### config.mk
export PLATFORM = sky130hd
export DESIGN_NAME = serial_break_sync_master_tx
export DESIGN_NICKNAME = d
export VERILOG_FILES = /design/src/serial_pkg.sv /design/src/baud_if.sv /design/src/input_sync.sv /design/src/baud_divider.sv /design/src/serial_break_sync_master_tx.sv
export SDC_FILE = /design/constraint.sdc
export NUM_CORES = 1
export LEC_CHECK = 0
export BUFFER_PORTS_ARGS = -buffer_cell sky130_fd_sc_hd__buf_2
export CORE_MARGIN = 4
export CORE_UTILIZATION = 45
export DETAILED_ROUTE_END_ITERATION = 8
export GPL_ROUTABILITY_DRIVEN = 0
export PLACE_DENSITY = 0.64
export SLEW_MARGIN = 10
export SYNTH_ARGS = -nofsm -noshare
export SYNTH_HDL_FRONTEND = slang
export SYNTH_HIERARCHICAL = 1
export SYNTH_SLANG_ARGS = --single-unit
### constraint.sdc
create_clock -name i_core_clk -period 2.3 [get_ports i_core_clk]
set_input_delay 0.23 -clock i_core_clk [delete_from_list [all_inputs] [get_ports i_core_clk]]
set_output_delay 0.23 -clock i_core_clk [all_outputs]
set_load 0.01 [all_outputs]
### src/serial_pkg.sv
// constants, register map and types shared by the serial port design files
// assumes byte-wide registers reached over a plain strobe port
package serial_pkg;

   // register indices on the plain register port
   localparam logic [3:0] OFS_TX_CONTROL_STATUS   = 4'h0;
   localparam logic [3:0] OFS_RX_CONTROL_STATUS   = 4'h1;
   localparam logic [3:0] OFS_BAUD_CONTROL        = 4'h2;
   localparam logic [3:0] OFS_TX_HOLDING          = 4'h3;
   localparam logic [3:0] OFS_DIVIDER_HIGH_BYTE   = 4'h4;
   localparam logic [3:0] OFS_DIVIDER_LOW_BYTE    = 4'h5;
   localparam logic [3:0] OFS_PERIPHERAL_FLAGS    = 4'h6;
   localparam logic [3:0] OFS_PERIPHERAL_ENABLES  = 4'h7;
   localparam logic [3:0] OFS_PERIPHERAL_PRIORITY = 4'h8;
   localparam logic [3:0] OFS_RECEIVE_BUFFER      = 4'h9;

   // tx_control_status fields
   localparam int BIT_CLOCK_SOURCE     = 7;
   localparam int BIT_NINTH_BIT_ENABLE = 6;
   localparam int BIT_TRANSMIT_ENABLE  = 5;
   localparam int BIT_LOCKSTEP         = 4;
   localparam int BIT_BREAK_SEND       = 3;
   localparam int BIT_HIGH_SPEED       = 2;
   localparam int BIT_SHIFTER_EMPTY    = 1;
   localparam int BIT_NINTH_BIT_VALUE  = 0;
   // rx_control_status fields
   localparam int BIT_PORT_ENABLE      = 7;
   // baud_control fields
   localparam int BIT_RECEIVE_ACTIVE   = 6;
   localparam int BIT_CLOCK_POLARITY   = 4;
   localparam int BIT_SIXTEEN_BIT_DIV  = 3;
   localparam int BIT_WAKE_ARM         = 1;
   localparam int BIT_AUTO_BAUD_DETECT = 0;
   // peripheral flags / enables fields
   localparam int BIT_RECEIVE_FLAG     = 5;
   localparam int BIT_TRANSMIT_FLAG    = 4;

   // writable bit masks; unimplemented bits read as zero, read-only status bits read their status
   localparam logic [7:0] MASK_TX_CONTROL = 8'hfd;
   localparam logic [7:0] MASK_RX_CONTROL = 8'hf8;
   localparam logic [7:0] MASK_BAUD       = 8'h1b;
   localparam logic [7:0] MASK_PERIPH     = 8'h7b;

   // values after reset
   localparam logic [7:0] RST_CONTROL     = 8'h00;
   localparam logic [7:0] RST_DIVIDER     = 8'h00;
   localparam logic       RST_TX_FLAG     = 1'b1;
   localparam logic       RST_LINE_LEVEL  = 1'b1;

   // frame shapes, counted in bits
   localparam logic [3:0] BREAK_ZERO_BITS = 4'hc;
   localparam logic [3:0] BREAK_BITS      = 4'he;
   localparam logic [3:0] SYNC_BITS_8     = 4'h8;
   localparam logic [3:0] SYNC_BITS_9     = 4'h9;
   localparam logic [3:0] ASYNC_BITS_8    = 4'ha;
   localparam logic [3:0] ASYNC_BITS_9    = 4'hb;
   // divider ticks per bit: one tick for each half of the divider output
   localparam int         TICKS_PER_BIT   = 2;
   // receive activity is reported for one nominal ten-bit frame
   localparam logic [4:0] RX_FRAME_TICKS  = 5'd20;

   typedef enum logic [1:0] {
      ST_IDLE,
      ST_SHIFT
   } tx_state_t;

endpackage : serial_pkg

### src/baud_if.sv
// carrier between the serial port core and its baud divider
// the core supplies divisor and run, the divider returns a one-cycle tick
`timescale 1ns/1ps
interface baud_if;
   logic [15:0] divisor;
   logic        run;
   logic        tick;

   modport core (
      output divisor,
      output run,
      input  tick
   );

   modport gen (
      input  divisor,
      input  run,
      output tick
   );
endinterface : baud_if

### src/input_sync.sv
// two-stage synchroniser for pins arriving from outside the core clock
// assumes the pin changes slowly compared with the core clock
`timescale 1ns/1ps
module input_sync #(
   parameter logic RESET_LEVEL = 1'b1
) (
   // clock and reset
   input  wire logic i_core_clk,
   input  wire logic i_rst_n,
   // pin and synchronised level
   input  wire logic i_pin,
   output logic      o_level
);
   typedef struct packed {
      logic meta;
      logic level;
   } sync_state_t;

   sync_state_t q;
   sync_state_t d;

   // the first stage feeds only the second stage
   always_comb begin
      d       = q;
      d.meta  = i_pin;
      d.level = q.meta;
   end

   always_ff @(posedge i_core_clk or negedge i_rst_n) begin
      if (!i_rst_n) begin
         q <= {RESET_LEVEL, RESET_LEVEL};
      end else begin
         q <= d;
      end
   end

   assign o_level = q.level;
endmodule : input_sync

### src/baud_divider.sv
// free-running baud divider: one tick every divisor plus one core cycles
// assumes the divisor is held stable by software while a frame runs
`timescale 1ns/1ps
module baud_divider #(
   parameter int WIDTH = 16
) (
   // clock and reset
   input  wire logic i_core_clk,
   input  wire logic i_rst_n,
   // divisor in, tick out
   baud_if.gen       bus
);
   // refuse widths that the divisor carrier cannot serve
   if (WIDTH < 8 || WIDTH > 16) begin : g_bad_width
      $error("baud_divider: WIDTH must lie between 8 and 16");
   end

   typedef struct packed {
      logic [WIDTH-1:0] count;
      logic             tick;
   } div_state_t;

   div_state_t q;
   div_state_t d;

   always_comb begin
      d      = q;
      d.tick = 1'b0;
      if (!bus.run) begin
         d.count = bus.divisor[WIDTH-1:0];
      end else if (q.count == '0) begin
         d.count = bus.divisor[WIDTH-1:0];
         d.tick  = 1'b1;
      end else begin
         d.count = q.count - 1'b1;
      end
   end

   always_ff @(posedge i_core_clk or negedge i_rst_n) begin
      if (!i_rst_n) begin
         q <= '0;
      end else begin
         q <= d;
      end
   end

   assign bus.tick = q.tick;
endmodule : baud_divider

### src/serial_break_sync_master_tx.sv
// serial port transmit core: holding buffer, transmit shifter, break characters,
// synchronous master clock, auto-wake arming and the byte-wide register file
// assumes a register master on the core clock and pins outside that clock
//
// Decided for this implementation: strobed register access and the register addresses.
`timescale 1ns/1ps
module serial_break_sync_master_tx
   import serial_pkg::*;
(
   // clock and reset
   input  wire logic       i_core_clk,
   input  wire logic       i_rst_n,
   // register port
   input  wire logic [3:0] i_addr,
   input  wire logic [7:0] i_wr_data,
   input  wire logic       i_wr_stb,
   input  wire logic       i_rd_stb,
   output logic [7:0]      o_rd_data,
   // receive / data pin, two-way
   input  wire logic       i_receive_data_pin,
   output logic            o_data_line,
   output logic            o_data_line_oe_n,
   // transmit / clock pin, two-way
   output logic            o_clock_pin,
   output logic            o_clock_pin_oe_n,
   // status levels
   output logic            o_transmit_flag,
   output logic            o_receive_flag
);

   typedef struct packed {
      logic [7:0]  tx_ctrl;
      logic [7:0]  rx_ctrl;
      logic [7:0]  baud_ctrl;
      logic [7:0]  div_high;
      logic [7:0]  div_low;
      logic [7:0]  enables;
      logic [7:0]  prio;
      logic [7:0]  hold_data;
      logic        hold_ninth;
      logic        hold_full;
      logic        tx_flag;
      logic        rx_flag;
      logic        wake_seen;
      logic        rx_prev;
      logic        rx_active;
      logic [4:0]  rx_count;
      tx_state_t   state;
      logic [13:0] shifter;
      logic [3:0]  bits_left;
      logic        phase;
      logic        is_break;
      logic        line;
      logic        sclk_active;
      logic [7:0]  rd_data;
      logic        clk_pin;
      logic        clk_oe_n;
      logic        data_pin;
      logic        data_oe_n;
   } core_state_t;

   core_state_t q;
   core_state_t d;

   logic rx_level;
   logic fall;
   logic rise;
   logic lockstep;
   logic master;
   logic port_on;
   logic tx_on;
   logic tick;

   baud_if baud ();

   input_sync #(
      .RESET_LEVEL (RST_LINE_LEVEL)
   ) u_rx_sync (
      .i_core_clk (i_core_clk),
      .i_rst_n    (i_rst_n),
      .i_pin      (i_receive_data_pin),
      .o_level    (rx_level)
   );

   baud_divider #(
      .WIDTH (16)
   ) u_divider (
      .i_core_clk (i_core_clk),
      .i_rst_n    (i_rst_n),
      .bus        (baud.gen)
   );

   assign baud.divisor = q.baud_ctrl[BIT_SIXTEEN_BIT_DIV] ? {q.div_high, q.div_low} : {8'h00, q.div_low};
   assign baud.run     = q.rx_ctrl[BIT_PORT_ENABLE];
   assign tick         = baud.tick;

   // rx_prev resets to the idle level, so no false edge follows reset
   assign fall     = q.rx_prev & ~rx_level;
   assign rise     = ~q.rx_prev & rx_level;
   assign lockstep = q.tx_ctrl[BIT_LOCKSTEP];
   assign master   = q.tx_ctrl[BIT_CLOCK_SOURCE];
   assign port_on  = q.rx_ctrl[BIT_PORT_ENABLE];
   assign tx_on    = q.tx_ctrl[BIT_TRANSMIT_ENABLE] & port_on;

   always_comb begin
      d         = q;
      d.rd_data = 8'h00;
      d.rx_prev = rx_level;

      if (q.state == ST_IDLE) begin
         // reload only from an empty shifter
         if (q.hold_full && tx_on && !q.rx_active) begin
            d.hold_full = 1'b0;
            d.state     = ST_SHIFT;
            d.phase     = 1'b0;
            if (q.tx_ctrl[BIT_BREAK_SEND]) begin
               d.shifter   = {1'b1, 13'h0000};
               d.bits_left = BREAK_BITS;
               d.is_break  = 1'b1;
            end else if (lockstep) begin
               d.shifter   = {5'h00, q.hold_ninth, q.hold_data};
               d.bits_left = q.tx_ctrl[BIT_NINTH_BIT_ENABLE] ? SYNC_BITS_9 : SYNC_BITS_8;
               d.is_break  = 1'b0;
            end else if (q.tx_ctrl[BIT_NINTH_BIT_ENABLE]) begin
               d.shifter   = {3'h0, 1'b1, q.hold_ninth, q.hold_data, 1'b0};
               d.bits_left = ASYNC_BITS_9;
               d.is_break  = 1'b0;
            end else begin
               d.shifter   = {4'h0, 1'b1, q.hold_data, 1'b0};
               d.bits_left = ASYNC_BITS_8;
               d.is_break  = 1'b0;
            end
         end
      end else begin
         if (!tx_on) begin
            // dropping the enable abandons the frame; the line returns to idle
            d.state       = ST_IDLE;
            d.line        = RST_LINE_LEVEL;
            d.sclk_active = 1'b0;
         end else if (tick) begin
            // lsb first, two divider ticks per bit
            if (!q.phase) begin
               d.line        = q.shifter[0];
               d.sclk_active = 1'b1;
               d.phase       = 1'b1;
            end else begin
               d.sclk_active = 1'b0;
               d.shifter     = {1'b0, q.shifter[13:1]};
               d.bits_left   = q.bits_left - 4'h1;
               d.phase       = 1'b0;
               if (q.bits_left == 4'h1) begin
                  // shifter_empty returns after last bit, break or not
                  d.state = ST_IDLE;
                  // a synchronous slave samples as the clock returns to idle, so the
                  // data line keeps its last bit there rather than changing under it
                  if (!lockstep) begin
                     d.line = RST_LINE_LEVEL;
                  end
                  // break_send clears after the break stop bit
                  if (q.is_break) begin
                     d.tx_ctrl[BIT_BREAK_SEND] = 1'b0;
                     d.is_break                = 1'b0;
                  end
               end
            end
         end
      end

      // receive activity lasts one nominal frame after a start edge
      if (!port_on || lockstep || q.baud_ctrl[BIT_WAKE_ARM]) begin
         d.rx_active = 1'b0;
         d.rx_count  = 5'd0;
      end else if (!q.rx_active) begin
         if (fall) begin
            d.rx_active = 1'b1;
            d.rx_count  = RX_FRAME_TICKS - 5'd1;
         end
      end else if (tick) begin
         if (q.rx_count == 5'd0) begin
            d.rx_active = 1'b0;
         end else begin
            d.rx_count = q.rx_count - 5'd1;
         end
      end

      // register reads; a read of the receive buffer is the flag acknowledge
      if (i_rd_stb) begin
         if (i_addr == OFS_TX_CONTROL_STATUS) begin
            d.rd_data = (q.tx_ctrl & MASK_TX_CONTROL);
            d.rd_data[BIT_SHIFTER_EMPTY] = (q.state == ST_IDLE);
         end else if (i_addr == OFS_RX_CONTROL_STATUS) begin
            d.rd_data = q.rx_ctrl & MASK_RX_CONTROL;
         end else if (i_addr == OFS_BAUD_CONTROL) begin
            d.rd_data = q.baud_ctrl & MASK_BAUD;
            d.rd_data[BIT_RECEIVE_ACTIVE] = q.rx_active;
         end else if (i_addr == OFS_TX_HOLDING) begin
            d.rd_data = q.hold_data;
         end else if (i_addr == OFS_DIVIDER_HIGH_BYTE) begin
            d.rd_data = q.div_high;
         end else if (i_addr == OFS_DIVIDER_LOW_BYTE) begin
            d.rd_data = q.div_low;
         end else if (i_addr == OFS_PERIPHERAL_FLAGS) begin
            d.rd_data[BIT_RECEIVE_FLAG]  = q.rx_flag;
            d.rd_data[BIT_TRANSMIT_FLAG] = ~q.hold_full;
         end else if (i_addr == OFS_PERIPHERAL_ENABLES) begin
            d.rd_data = q.enables & MASK_PERIPH;
         end else if (i_addr == OFS_PERIPHERAL_PRIORITY) begin
            d.rd_data = q.prio & MASK_PERIPH;
         end else if (i_addr == OFS_RECEIVE_BUFFER) begin
            // filler byte, read clears the wake receive flag
            d.rd_data = 8'h00;
            d.rx_flag = 1'b0;
         end else begin
            d.rd_data = 8'h00;
         end
      end

      // register writes; the flags register and the shifter take no writes
      // no address reaches the shifter
      if (i_wr_stb) begin
         if (i_addr == OFS_TX_CONTROL_STATUS) begin
            d.tx_ctrl = i_wr_data & MASK_TX_CONTROL;
         end else if (i_addr == OFS_RX_CONTROL_STATUS) begin
            d.rx_ctrl = i_wr_data & MASK_RX_CONTROL;
         end else if (i_addr == OFS_BAUD_CONTROL) begin
            d.baud_ctrl = i_wr_data & MASK_BAUD;
            if (i_wr_data[BIT_WAKE_ARM]) begin
               d.wake_seen = 1'b0;
            end
         end else if (i_addr == OFS_TX_HOLDING) begin
            // a new byte is the only clear of transmit_flag
            d.hold_data  = i_wr_data;
            d.hold_ninth = q.tx_ctrl[BIT_NINTH_BIT_VALUE];
            d.hold_full  = 1'b1;
         end else if (i_addr == OFS_DIVIDER_HIGH_BYTE) begin
            d.div_high = i_wr_data;
         end else if (i_addr == OFS_DIVIDER_LOW_BYTE) begin
            d.div_low = i_wr_data;
         end else if (i_addr == OFS_PERIPHERAL_ENABLES) begin
            d.enables = i_wr_data & MASK_PERIPH;
         end else if (i_addr == OFS_PERIPHERAL_PRIORITY) begin
            d.prio = i_wr_data & MASK_PERIPH;
         end
      end

      // armed port watches edges only; placed last so the set wins
      if (q.baud_ctrl[BIT_WAKE_ARM] && port_on) begin
         // first transition raises the receive flag
         if (fall) begin
            d.rx_flag   = 1'b1;
            d.wake_seen = 1'b1;
         end
         if (rise && q.wake_seen) begin
            d.baud_ctrl[BIT_WAKE_ARM] = 1'b0;
            d.wake_seen               = 1'b0;
         end
      end

      // flag kept in its own flop so the output needs no gate behind it
      d.tx_flag = ~d.hold_full;

      // pin drive: port off releases both pins
      if (!port_on) begin
         d.clk_pin   = 1'b0;
         d.clk_oe_n  = 1'b1;
         d.data_pin  = 1'b0;
         d.data_oe_n = 1'b1;
      end else if (lockstep) begin
         // master drives the shift clock, idle level from polarity
         d.clk_pin   = q.baud_ctrl[BIT_CLOCK_POLARITY] ^ d.sclk_active;
         d.clk_oe_n  = ~master;
         d.data_pin  = d.line;
         d.data_oe_n = ~(master & q.tx_ctrl[BIT_TRANSMIT_ENABLE]);
      end else begin
         // asynchronous: the clock pin carries the serial output
         d.clk_pin   = d.line;
         d.clk_oe_n  = ~q.tx_ctrl[BIT_TRANSMIT_ENABLE];
         d.data_pin  = 1'b0;
         d.data_oe_n = 1'b1;
      end
   end

   always_ff @(posedge i_core_clk or negedge i_rst_n) begin
      if (!i_rst_n) begin
         q           <= '0;
         q.tx_ctrl   <= RST_CONTROL;
         q.rx_ctrl   <= RST_CONTROL;
         q.baud_ctrl <= RST_CONTROL;
         q.div_high  <= RST_DIVIDER;
         q.div_low   <= RST_DIVIDER;
         q.hold_full <= ~RST_TX_FLAG;
         q.tx_flag   <= RST_TX_FLAG;
         q.rx_prev   <= RST_LINE_LEVEL;
         q.state     <= ST_IDLE;
         q.line      <= RST_LINE_LEVEL;
         q.clk_oe_n  <= 1'b1;
         q.data_oe_n <= 1'b1;
      end else begin
         q <= d;
      end
   end

   assign o_rd_data        = q.rd_data;
   assign o_data_line      = q.data_pin;
   assign o_data_line_oe_n = q.data_oe_n;
   assign o_clock_pin      = q.clk_pin;
   assign o_clock_pin_oe_n = q.clk_oe_n;
   // transmit flag is a plain status, independent of its enable
   assign o_transmit_flag  = q.tx_flag;
   assign o_receive_flag   = q.rx_flag;

endmodule : serial_break_sync_master_tx

==> results.json, run 1 <==
{
  "synthFlopType": "dfrtp_1",
  "grt_pass1_wl_mm": 24.0,
  "crit_path_end_kind": "flop",
  "grtUsageMet3_pct": 5.00,
  "reg2reg_depth": 7,
  "antenna_found_initial": 0,
  "grt_max_degree": 62,
  "cellPowerDensity_nw_per_um2": 1030,
  "synth_top_cells_by_area": "dfrtp_1 46%, mux2_2 11%, o21ai_0 4.0%",
  "synth_async_sr_flop_share_pct": 100,
  "first_iter_violations": 332,
  "io_buffers": 30,
  "synth-seq-area-share_pct": 49.2,
  "cts.clk_slew.worst_paths_ns": 0.05,
  "clockBufferDepth": 2,
  "ant_nets": 0,
  "status": "completed",
  "final_nets": 624,
  "grt_util_met2_pct": 30.7,
  "insertion_delay_ns": 0.42,
  "cts_setup_buffers": 0,
  "worst_ep_arrival_time_ns": 2.45,
  "ios": 31,
  "layout-drive-gt1-share_pct": 24.9,
  "syn_inst": 570,
  "top_usage_layer": "met2",
  "vias": 4579,
  "die_w_um": 124,
  "setup_viol": 0,
  "clock.fmax_mhz": 466,
  "clock-sinks": 118,
  "start_util_pct": 46.7,
  "cp_max_fo": 25,
  "r2r_slack_ns": 0.15,
  "cp.required_ns": 2.61,
  "post-route-period-util_pct": 93.3,
  "fp.dieH_um": 124,
  "wl_mm": 14.7,
  "wl_per_cell_um": 18.7,
  "die-area_sq_um": 15300,
  "reg2reg_to": "u_divider/q[8]$_DFF_PN0_",
  "rsz0062_at_grt": "no",
  "min_delay_path_depth": 2,
  "grt_pass1_vias": 4496,
  "power_leakage_nw": 2.99,
  "start_kind": "flop",
  "synth_area_per_cell_sq_um": 10.6,
  "synth_nets": 592,
  "syn_to_final_growth_pct": 14.3,
  "grt_usage_pct": 20.8,
  "htreeDepth": 4,
  "synth_edf_count": 0,
  "hold_start": "i_wr_data[2]",
  "cts_tree": "yes",
  "cts_buffers": 17,
  "cap_violations": 0,
  "fillers": 1156,
  "vdd_drop_max_uv": 561,
  "yosys.area.top_type": "dfrtp_1",
  "hpwl_mm": 10.3,
  "synth_area_sq_um": 6010,
  "synth_top_area_share_pct": 46.2,
  "fin_crit_ns": 2.15,
  "crit_type": "reg2reg",
  "min_path_type": "in2reg",
  "r2r_start": "u_divider/q[1]$_DFF_PN0_",
  "num_rows": 41,
  "setup_tns_ns": 0,
  "synth.distinct_cells": 73,
  "root_buffer": "clkbuf_16",
  "core_sq_um": 12900,
  "dr.pass1.iters": 6,
  "report.final.hold_viol_count": 0,
  "drc": 0,
  "slew_headroom_pct": 55.1,
  "via_per_inst": 5.82,
  "final_max_slew_viol_count": 0,
  "antenna_cells": 0,
  "postLayoutCoreUtil_pct": 53.4,
  "use_met1_pct": 29.4,
  "yosys_warnings": 6,
  "hold_end": "q[74]$_DFFE_PN0P_",
  "ys_ff_latch": 118,
  "grt_overflow": 0,
  "finalClockSkew_ns": 0.00589,
  "tightest_slew_ns": 0.671
}
critical path, stage by stage (launching register included):
cell     delay (ns)
dfrtp_1        0.41
inv_1          0.10
ha_1           0.15
or4b_2         0.64
o41ai_4        0.27
buf_6          0.24
a21oi_1        0.07
a21o_1         0.16
Yosys cell counts, drive strengths merged, types with 2 or more instances:
master   instances
and3b            2
or3              5
mux2i            4
nor3            10
a32oi            3
o31ai            5
a32o             2
o211a            2
o21ai           48
nor4             6
nor3b            8
or2              2
o221ai           2
a21oi           19
a22oi           15
ha               5
o311a            3
inv             18
o31a             2
dfrtp          111
o211ai           4
a21o             4
a2111oi          2
clkbuf          10
nor2b           13
a211oi           2
nand4b           2
mux2            57
xnor2            7
nand3           17
a221o            3
or4              4
nand2           55
nand2b           6
dfstp            7
and2            11
a31oi            2
nor2            28
o21a             3
xor2             6
nand4            5
nor4b            3
buf             26
o41ai            2
o21bai           4
report_power, final:
group,leakage (nW),total (mW),internal (mW),switching [mW]
Sequential,1.50,3.10,2.59,0.505
Combinational,1.22,1.64,0.783,0.854
Clock,0.265,2.36,1.48,0.880
cells by family after synthesis:
kind of cell / synth area share (%)
AND/OR/NAND/NOR: 16.5
XOR/XNOR: 1.89
buffers and inverters: 4.43
flip-flops: 49.2
adder cells (fa/ha/maj): 1.04
multiplexers: 11.3
AO/OA/AOI/OAI: 15.5
cell type report:
type                    instances  area (sq um)  share of cell area, %
multi-input cells             398          2790                   40.5
clock buffers                  27           503                   7.32
clock inverters                 5          25.0                  0.364
inverters                      18          67.6                  0.983
well taps                     172           215                   3.13
flip-flops and latches        118          2960                   43.1
repair buffers                 49           317                   4.60
sequential cells by signal (all words and copies together) (netlist names):
name,cells
lockstep,1
o_receive_flag,1
o_clock_pin_oe_n,1
o_rd_data,8
u_divider/bus.tick,1
o_data_line,1
o_data_line_oe_n,1
u_rx_sync/o_level,1
baud.run,1
master,1
o_clock_pin,1
u_divider/q,16
u_rx_sync/d,1
o_transmit_flag,1
q,82
how the worst max path moves through the flow:
stage | startpoint | slack, ns | end | cells after the start
2_1_floorplan | u_divider/q[1]$_DFF_PN0_ | 0.29 | u_divider/q[8]$_DFF_PN0_ | 7
3_3_place_gp | u_divider/q[1]$_DFF_PN0_ | 0.20 | u_divider/q[8]$_DFF_PN0_ | 7
3_5_place_dp | u_divider/q[1]$_DFF_PN0_ | 0.11 | u_divider/q[4]$_DFF_PN0_ | 7
4_1_cts | u_divider/q[1]$_DFF_PN0_ | 0.1 | u_divider/q[8]$_DFF_PN0_ | 7
5_1_grt | u_divider/q[1]$_DFF_PN0_ | 0.01 | u_divider/q[8]$_DFF_PN0_ | 7
6_report | u_divider/q[1]$_DFF_PN0_ | 0.15 | u_divider/q[8]$_DFF_PN0_ | 7
layer usage:
| metal | up-vias | routed length [um] |
|---|---|---|
| met2 | 130 | 6800 |
| met5 | - | 0 |
| met1 | 2292 | 6770 |
| met3 | 22 | 843 |
| met4 | 0 | 271 |
| li1 | 2135 | - |
stage by stage:
stage                     hold WS, ns  power (mW)  setup WS (ns)  cells  area, sq um
final                          0.0999        7.09          0.154    787         6880
after floorplan               -0.0656        4.17          0.288    570         6010
after detailed placement        0.214        4.73          0.113    753         6320
after global routing           0.0918        7.49         0.0130    787         6880
after global placement          0.210        4.65          0.205    753         6320
after CTS                      0.0862        7.13         0.0959    787         6870
layout by cell type (no fill, tap or decap), types with 15 or more instances in the layout:
| cell | count |
|---|---|
| nand3_1 | 17 |
| clkbuf_16 | 17 |
| a21oi_1 | 19 |
| dfrtp_1 | 111 |
| a22oi_1 | 15 |
| nor2_1 | 25 |
| nand2_1 | 54 |
| buf_2 | 29 |
| o21ai_0 | 48 |
| buf_4 | 16 |
| mux2_2 | 57 |
| inv_1 | 18 |
repair_timing:
| action | 4_1_cts | 5_1_grt |
|---|---|---|
| hold buffers | 2 | 0 |
| endpoints found under the setup margin | 0 | 3 |
| gates resized for setup | 0 | 1 |
| endpoints found under the hold margin | 28 | 0 |
(Power assumes the default switching activity.)
==> run 2: changes to the inputs <==
--- a/config.mk
+++ b/config.mk
@@ -7,10 +7,11 @@
 export LEC_CHECK = 0
 export BUFFER_PORTS_ARGS = -buffer_cell sky130_fd_sc_hd__buf_2
 export CORE_MARGIN = 4
-export CORE_UTILIZATION = 45
+export CORE_UTILIZATION = 50
 export DETAILED_ROUTE_END_ITERATION = 8
 export GPL_ROUTABILITY_DRIVEN = 0
-export PLACE_DENSITY = 0.64
+export PLACE_DENSITY = 0.69
+export REMOVE_ABC_BUFFERS = 1
 export SLEW_MARGIN = 10
 export SYNTH_ARGS = -nofsm -noshare
 export SYNTH_HDL_FRONTEND = slang
==> results.json, run 2 (synthesis results as in run 1) <==
{
  "cts.clk_slew.worst_paths_ns": 0.05,
  "critPathLaunch": "u_divider/q[1]$_DFF_PN0_",
  "slew_headroom_pct": 48.8,
  "tightest_slew_ns": 0.757,
  "final_common_cell": "dfrtp_1",
  "cap_violations": 0,
  "cts-hold-fix-buffers": 2,
  "fillers": 959,
  "crit_type": "reg2reg",
  "grt_max_degree": 64,
  "worst_ep_arrival_time_ns": 2.43,
  "via_per_inst": 6.06,
  "die-area_sq_um": 13800,
  "dr.pass1.iters": 5,
  "antenna_found_initial": 0,
  "layout-drive-gt1-share_pct": 24.7,
  "syn_to_final_growth_pct": 13.6,
  "postLayoutCoreUtil_pct": 58.8,
  "final_cell_mix": "111 x dfrtp_1, 57 x mux2_2, 54 x nand2_1",
  "cts_setup_buffers": 0,
  "wl_per_cell_um": 19.0,
  "grt_pass1_vias": 4502,
  "grt_usage_pct": 21.6,
  "cp_max_fo": 16,
  "vias": 4579,
  "start_util_pct": 51.8,
  "die_w_um": 118,
  "crit_path_end_kind": "flop",
  "clock-sinks": 118,
  "clockBufferDepth": 2,
  "post-route-period-util_pct": 92.9,
  "status": "completed",
  "place_ws_ns": 0.195,
  "largest_register": "q",
  "wl_mm": 14.3,
  "root_buffer": "clkbuf_16",
  "core_sq_um": 11600,
  "io_buffers": 30,
  "clock.fmax_mhz": 468,
  "fin_ws_ns": 0.164,
  "postLayoutCellArea_sq_um": 6830,
  "fp.dieH_um": 118,
  "finalClockSkew_ns": 0.00528,
  "cts_buffers": 17,
  "cp.required_ns": 2.59,
  "power_leakage_nw": 2.98,
  "num_rows": 39,
  "vdd_drop_max_uv": 585,
  "final_nets": 622,
  "antenna_cells": 0,
  "ios": 31,
  "htreeDepth": 4,
  "hpwl_mm": 10.0,
  "largest_register_ffs": 82,
  "cts_tree": "yes",
  "report.final.hold_viol_count": 0,
  "drc": 0,
  "final_max_slew_viol_count": 0,
  "min_path_type": "in2reg",
  "grt_overflow": 0,
  "ant_nets": 0,
  "rsz0062_at_grt": "no",
  "cts_repair_resize_count": 0,
  "insertion_delay_ns": 0.41,
  "start_kind": "flop",
  "cellPowerDensity_nw_per_um2": 1040,
  "r2r_start": "u_divider/q[1]$_DFF_PN0_",
  "hold_start": "i_wr_data[3]",
  "setup_tns_ns": 0,
  "setup_viol": 0,
  "fin_crit_ns": 2.14,
  "dpl-instance-area_sq_um": 6270,
  "first_iter_violations": 452,
  "grt_pass1_wl_mm": 23.9
}
run 2: final timing paths:
path | end | slack [ns] | cells after the start
max | u_divider/q[8]$_DFF_PN0_ | 0.16 | 7
max in group asynchronous | q[75]$_DFFE_PN0P_ | 1.30 | 3
max reg2reg | u_divider/q[8]$_DFF_PN0_ | 0.16 | 7
min | q[83]$_DFFE_PN0P_ | 0.13 | 2
min in group asynchronous | q[38]$_DFFE_PN0P_ | 0.30 | 2
min reg2reg | u_rx_sync/o_level$_DFF_PN1_ | 0.36 | 0
run 2: per-layer routing:
layer / vias to the layer above / track usage, % / part of all wire (%) / wire [um]
met5: - / 0 / 0 / 0
met4: 0 / 6.08 / 1.2 / 169
met3: 13 / 6.54 / 5.6 / 799
met2: 153 / 31.9 / 46 / 6550
met1: 2280 / 31.0 / 47 / 6790
li1: 2133 / - / - / -
run 2: final cells by class:
type	count	area [sq um]	share of cell area (%)
Inverter	18	67.6	0.989
Timing Repair Buffer	47	298	4.36
Clock buffer	28	527	7.71
Multi-Input combinational cell	398	2790	40.8
Sequential cell	118	2960	43.3
Tap cell	143	179	2.62
Clock inverter	3	15.0	0.220
run 2: power by group:
| part | internal [mW] | switching, mW |
|---|---|---|
| registers | 2.59 | 0.518 |
| logic | 0.780 | 0.858 |
| clock network | 1.53 | 0.836 |
run 2: critical path, cell delays in order, from the launching register on:
cell     delay, ns
dfrtp_1       0.41
inv_1         0.10
ha_1          0.13
or4b_2        0.64
o41ai_4       0.26
buf_4         0.24
a21oi_1       0.06
a21o_1        0.16
run 2: through the flow:
stage	hold slack (ns)	total power, mW	cells
finish	0.130	7.12	755
global route	0.116	7.54	755
CTS	0.110	7.15	755
detailed placement	0.198	4.73	722
global placement	0.196	4.64	722
floorplan	-0.0656	4.10	534
==> run 3: changes to the inputs <==
--- a/config.mk
+++ b/config.mk
@@ -5,12 +5,13 @@
 export SDC_FILE = /design/constraint.sdc
 export NUM_CORES = 1
 export LEC_CHECK = 0
-export BUFFER_PORTS_ARGS = -buffer_cell sky130_fd_sc_hd__buf_2
 export CORE_MARGIN = 4
 export CORE_UTILIZATION = 50
+export CTS_CLUSTER_SIZE = 24
 export DETAILED_ROUTE_END_ITERATION = 8
+export DONT_BUFFER_PORTS = 1
 export GPL_ROUTABILITY_DRIVEN = 0
-export PLACE_DENSITY = 0.69
+export PLACE_DENSITY = 0.67
 export REMOVE_ABC_BUFFERS = 1
 export SLEW_MARGIN = 10
 export SYNTH_ARGS = -nofsm -noshare
==> results.json, run 3 (synthesis results as in run 1) <==
{
  "status": "complete, but fails checks",
  "failed_checks": "hold timing",
  "post-route-period-util_pct": 93.4,
  "clockBufferDepth": 2,
  "via_per_inst": 6.14,
  "cts_tree": "yes",
  "start_util_pct": 51.8,
  "hpwl_mm": 9.76,
  "use_met1_pct": 30.2,
  "cellPowerDensity_nw_per_um2": 1090,
  "power_leakage_nw": 2.90,
  "wl_mm": 14.5,
  "drc": 0,
  "core_sq_um": 11600,
  "dr.pass1.iters": 5,
  "fillers": 994,
  "final_max_slew_viol_count": 0,
  "grt_pass1_wl_mm": 23.5,
  "p_clk_share_pct": 37.7,
  "final_cell_mix": "111 x dfrtp_1, 57 x mux2_2, 54 x nand2_1",
  "multiInputGateArea_sq_um": 2790,
  "final_common_cell": "dfrtp_1",
  "clock-sinks": 118,
  "cpPeakStageDelay_ns": 0.64,
  "vias": 4483,
  "r2r_start": "u_divider/q[1]$_DFF_PN0_",
  "final_nets": 596,
  "grt_pass1_vias": 4290,
  "path_cells": "inv_1 > ha_1 > or4b_2 > o41ai_4 > buf_4 > a21oi_1 > a21o_1",
  "setup_viol": 0,
  "finalClockSkew_ns": 0.0112,
  "fp.dieH_um": 118,
  "htreeDepth": 4,
  "postLayoutCellArea_sq_um": 6810,
  "start_kind": "flop",
  "pwr-share-comb_pct": 20.2,
  "report.final.hold_viol_count": 118,
  "switching_share_pct": 29.3,
  "antenna_found_initial": 0,
  "hold_ws_ns": -0.488,
  "fin_ws_ns": 0.152,
  "antenna_cells": 0,
  "cts.clk_slew.worst_paths_ns": 0.05,
  "crit_path_end_kind": "flop",
  "pwr-share-seq_pct": 42.1,
  "r2r_slack_ns": 0.15,
  "die-area_sq_um": 13800,
  "cp_max_fo": 16,
  "clock.fmax_mhz": 465,
  "largest_register_ffs": 82,
  "cts-hold-fix-buffers": 12,
  "rsz0062_at_grt": "no",
  "cts_setup_buffers": 0,
  "power_mw": 7.40,
  "grt_usage_pct": 21.7,
  "grt_max_degree": 119,
  "ant_nets": 0,
  "cap_violations": 0,
  "fin_crit_ns": 2.15,
  "wl_per_cell_um": 19.9,
  "io_buffers": 0,
  "num_rows": 39,
  "cts_buffers": 17,
  "register_area_sq_um": 2960,
  "reg2reg_depth": 7,
  "insertion_delay_ns": 0.42,
  "die_w_um": 118,
  "top_usage_layer": "met2",
  "grt_util_met2_pct": 31.9,
  "p_switching_mw": 2.17,
  "grtUsageMet3_pct": 6.63,
  "reg2reg_to": "u_divider/q[4]$_DFF_PN0_",
  "slowest_stage": "or4b_2",
  "tightest_slew_ns": 0.711,
  "p_int_mw": 5.23,
  "worst_ep_arrival_time_ns": 2.46,
  "min_path_type": "in2async",
  "cts_repair_resize_count": 0,
  "root_buffer": "clkbuf_16",
  "dpl-instance-area_sq_um": 6060,
  "ios": 31,
  "vdd_drop_max_uv": 652,
  "first_iter_violations": 430,
  "cp.required_ns": 2.61,
  "slew_headroom_pct": 51.9,
  "layout-drive-gt1-share_pct": 20.1,
  "crit_type": "reg2reg",
  "grt_overflow": 0,
  "syn_to_final_growth_pct": 13.2,
  "place_ws_ns": 0.185,
  "largest_register": "q"
}
run 3: cell types whose count changed in the layout (fill, tap and decap cells not counted):
| cell | before | now |
|---|---|---|
| clkbuf_1 | 5 | 3 |
| bufinv_16 | 0 | 4 |
| buf_12 | 1 | 0 |
| buf_2 | 29 | 0 |
| clkbuf_8 | 6 | 3 |
| dlygate4sd3_1 | 2 | 12 |
| clkinvlp_4 | 0 | 1 |
| clkinv_2 | 3 | 4 |
| buf_4 | 15 | 9 |
run 3: layout make-up:
class | count | share of cell area (%)
Clock buffer | 23 | 7.02
Clock inverter | 9 | 2.17
Inverter | 18 | 0.992
Multi-Input combinational cell | 398 | 40.9
Sequential cell | 118 | 43.5
Tap cell | 143 | 2.63
Timing Repair Buffer | 21 | 2.76
run 3: power groups by stage:
stage	Combinational [mW]	Clock (mW)	Sequential, mW
4_1_cts	1.49	2.83	3.10
5_1_grt	1.67	2.93	3.19
2_1_floorplan	1.12	0	2.98
3_5_place_dp	1.45	0	3.13
6_report	1.49	2.79	3.12
3_3_place_gp	1.39	0	3.10
run 3: how the worst max path moves through the flow:
stage / startpoint / to / slack (ns)
2_1_floorplan: u_divider/q[1]$_DFF_PN0_ / u_divider/q[4]$_DFF_PN0_ / -0.1
3_3_place_gp: u_divider/q[1]$_DFF_PN0_ / u_divider/q[8]$_DFF_PN0_ / 0.25
3_5_place_dp: u_divider/q[1]$_DFF_PN0_ / u_divider/q[4]$_DFF_PN0_ / 0.19
4_1_cts: u_divider/q[1]$_DFF_PN0_ / u_divider/q[4]$_DFF_PN0_ / 0.17
5_1_grt: u_divider/q[1]$_DFF_PN0_ / u_divider/q[4]$_DFF_PN0_ / 0.09
6_report: u_divider/q[1]$_DFF_PN0_ / u_divider/q[4]$_DFF_PN0_ / 0.15
run 3: stage by stage:
| step | instances | setup TNS, ns | utilization (%) |
|---|---|---|---|
| after floorplan | 534 | -1.30 | - |
| after CTS | 730 | 0 | 58.6 |
| after detailed placement | 686 | 0 | 52.2 |
| after global routing | 730 | 0 | 58.6 |
| after global placement | 686 | 0 | 52.2 |
| final | 730 | 0 | 58.6 |
run 3: metal layers:
metal	up-vias	routed length, um
met1	2249	6730
met5	-	0
li1	2080	-
met4	0	289
met2	131	6630
met3	23	878
run 3: worst max-delay path, delay by kind of cell, from the launching register on:
| family | cells | cell delay, ns |
|---|---|---|
| buffers and inverters | 2 | 0.36 |
| adder cells (fa/ha/maj) | 1 | 0.14 |
| AO/OA/AOI/OAI | 3 | 0.48 |
| AND/OR/NAND/NOR | 1 | 0.64 |
| flip-flops | 1 | 0.42 |
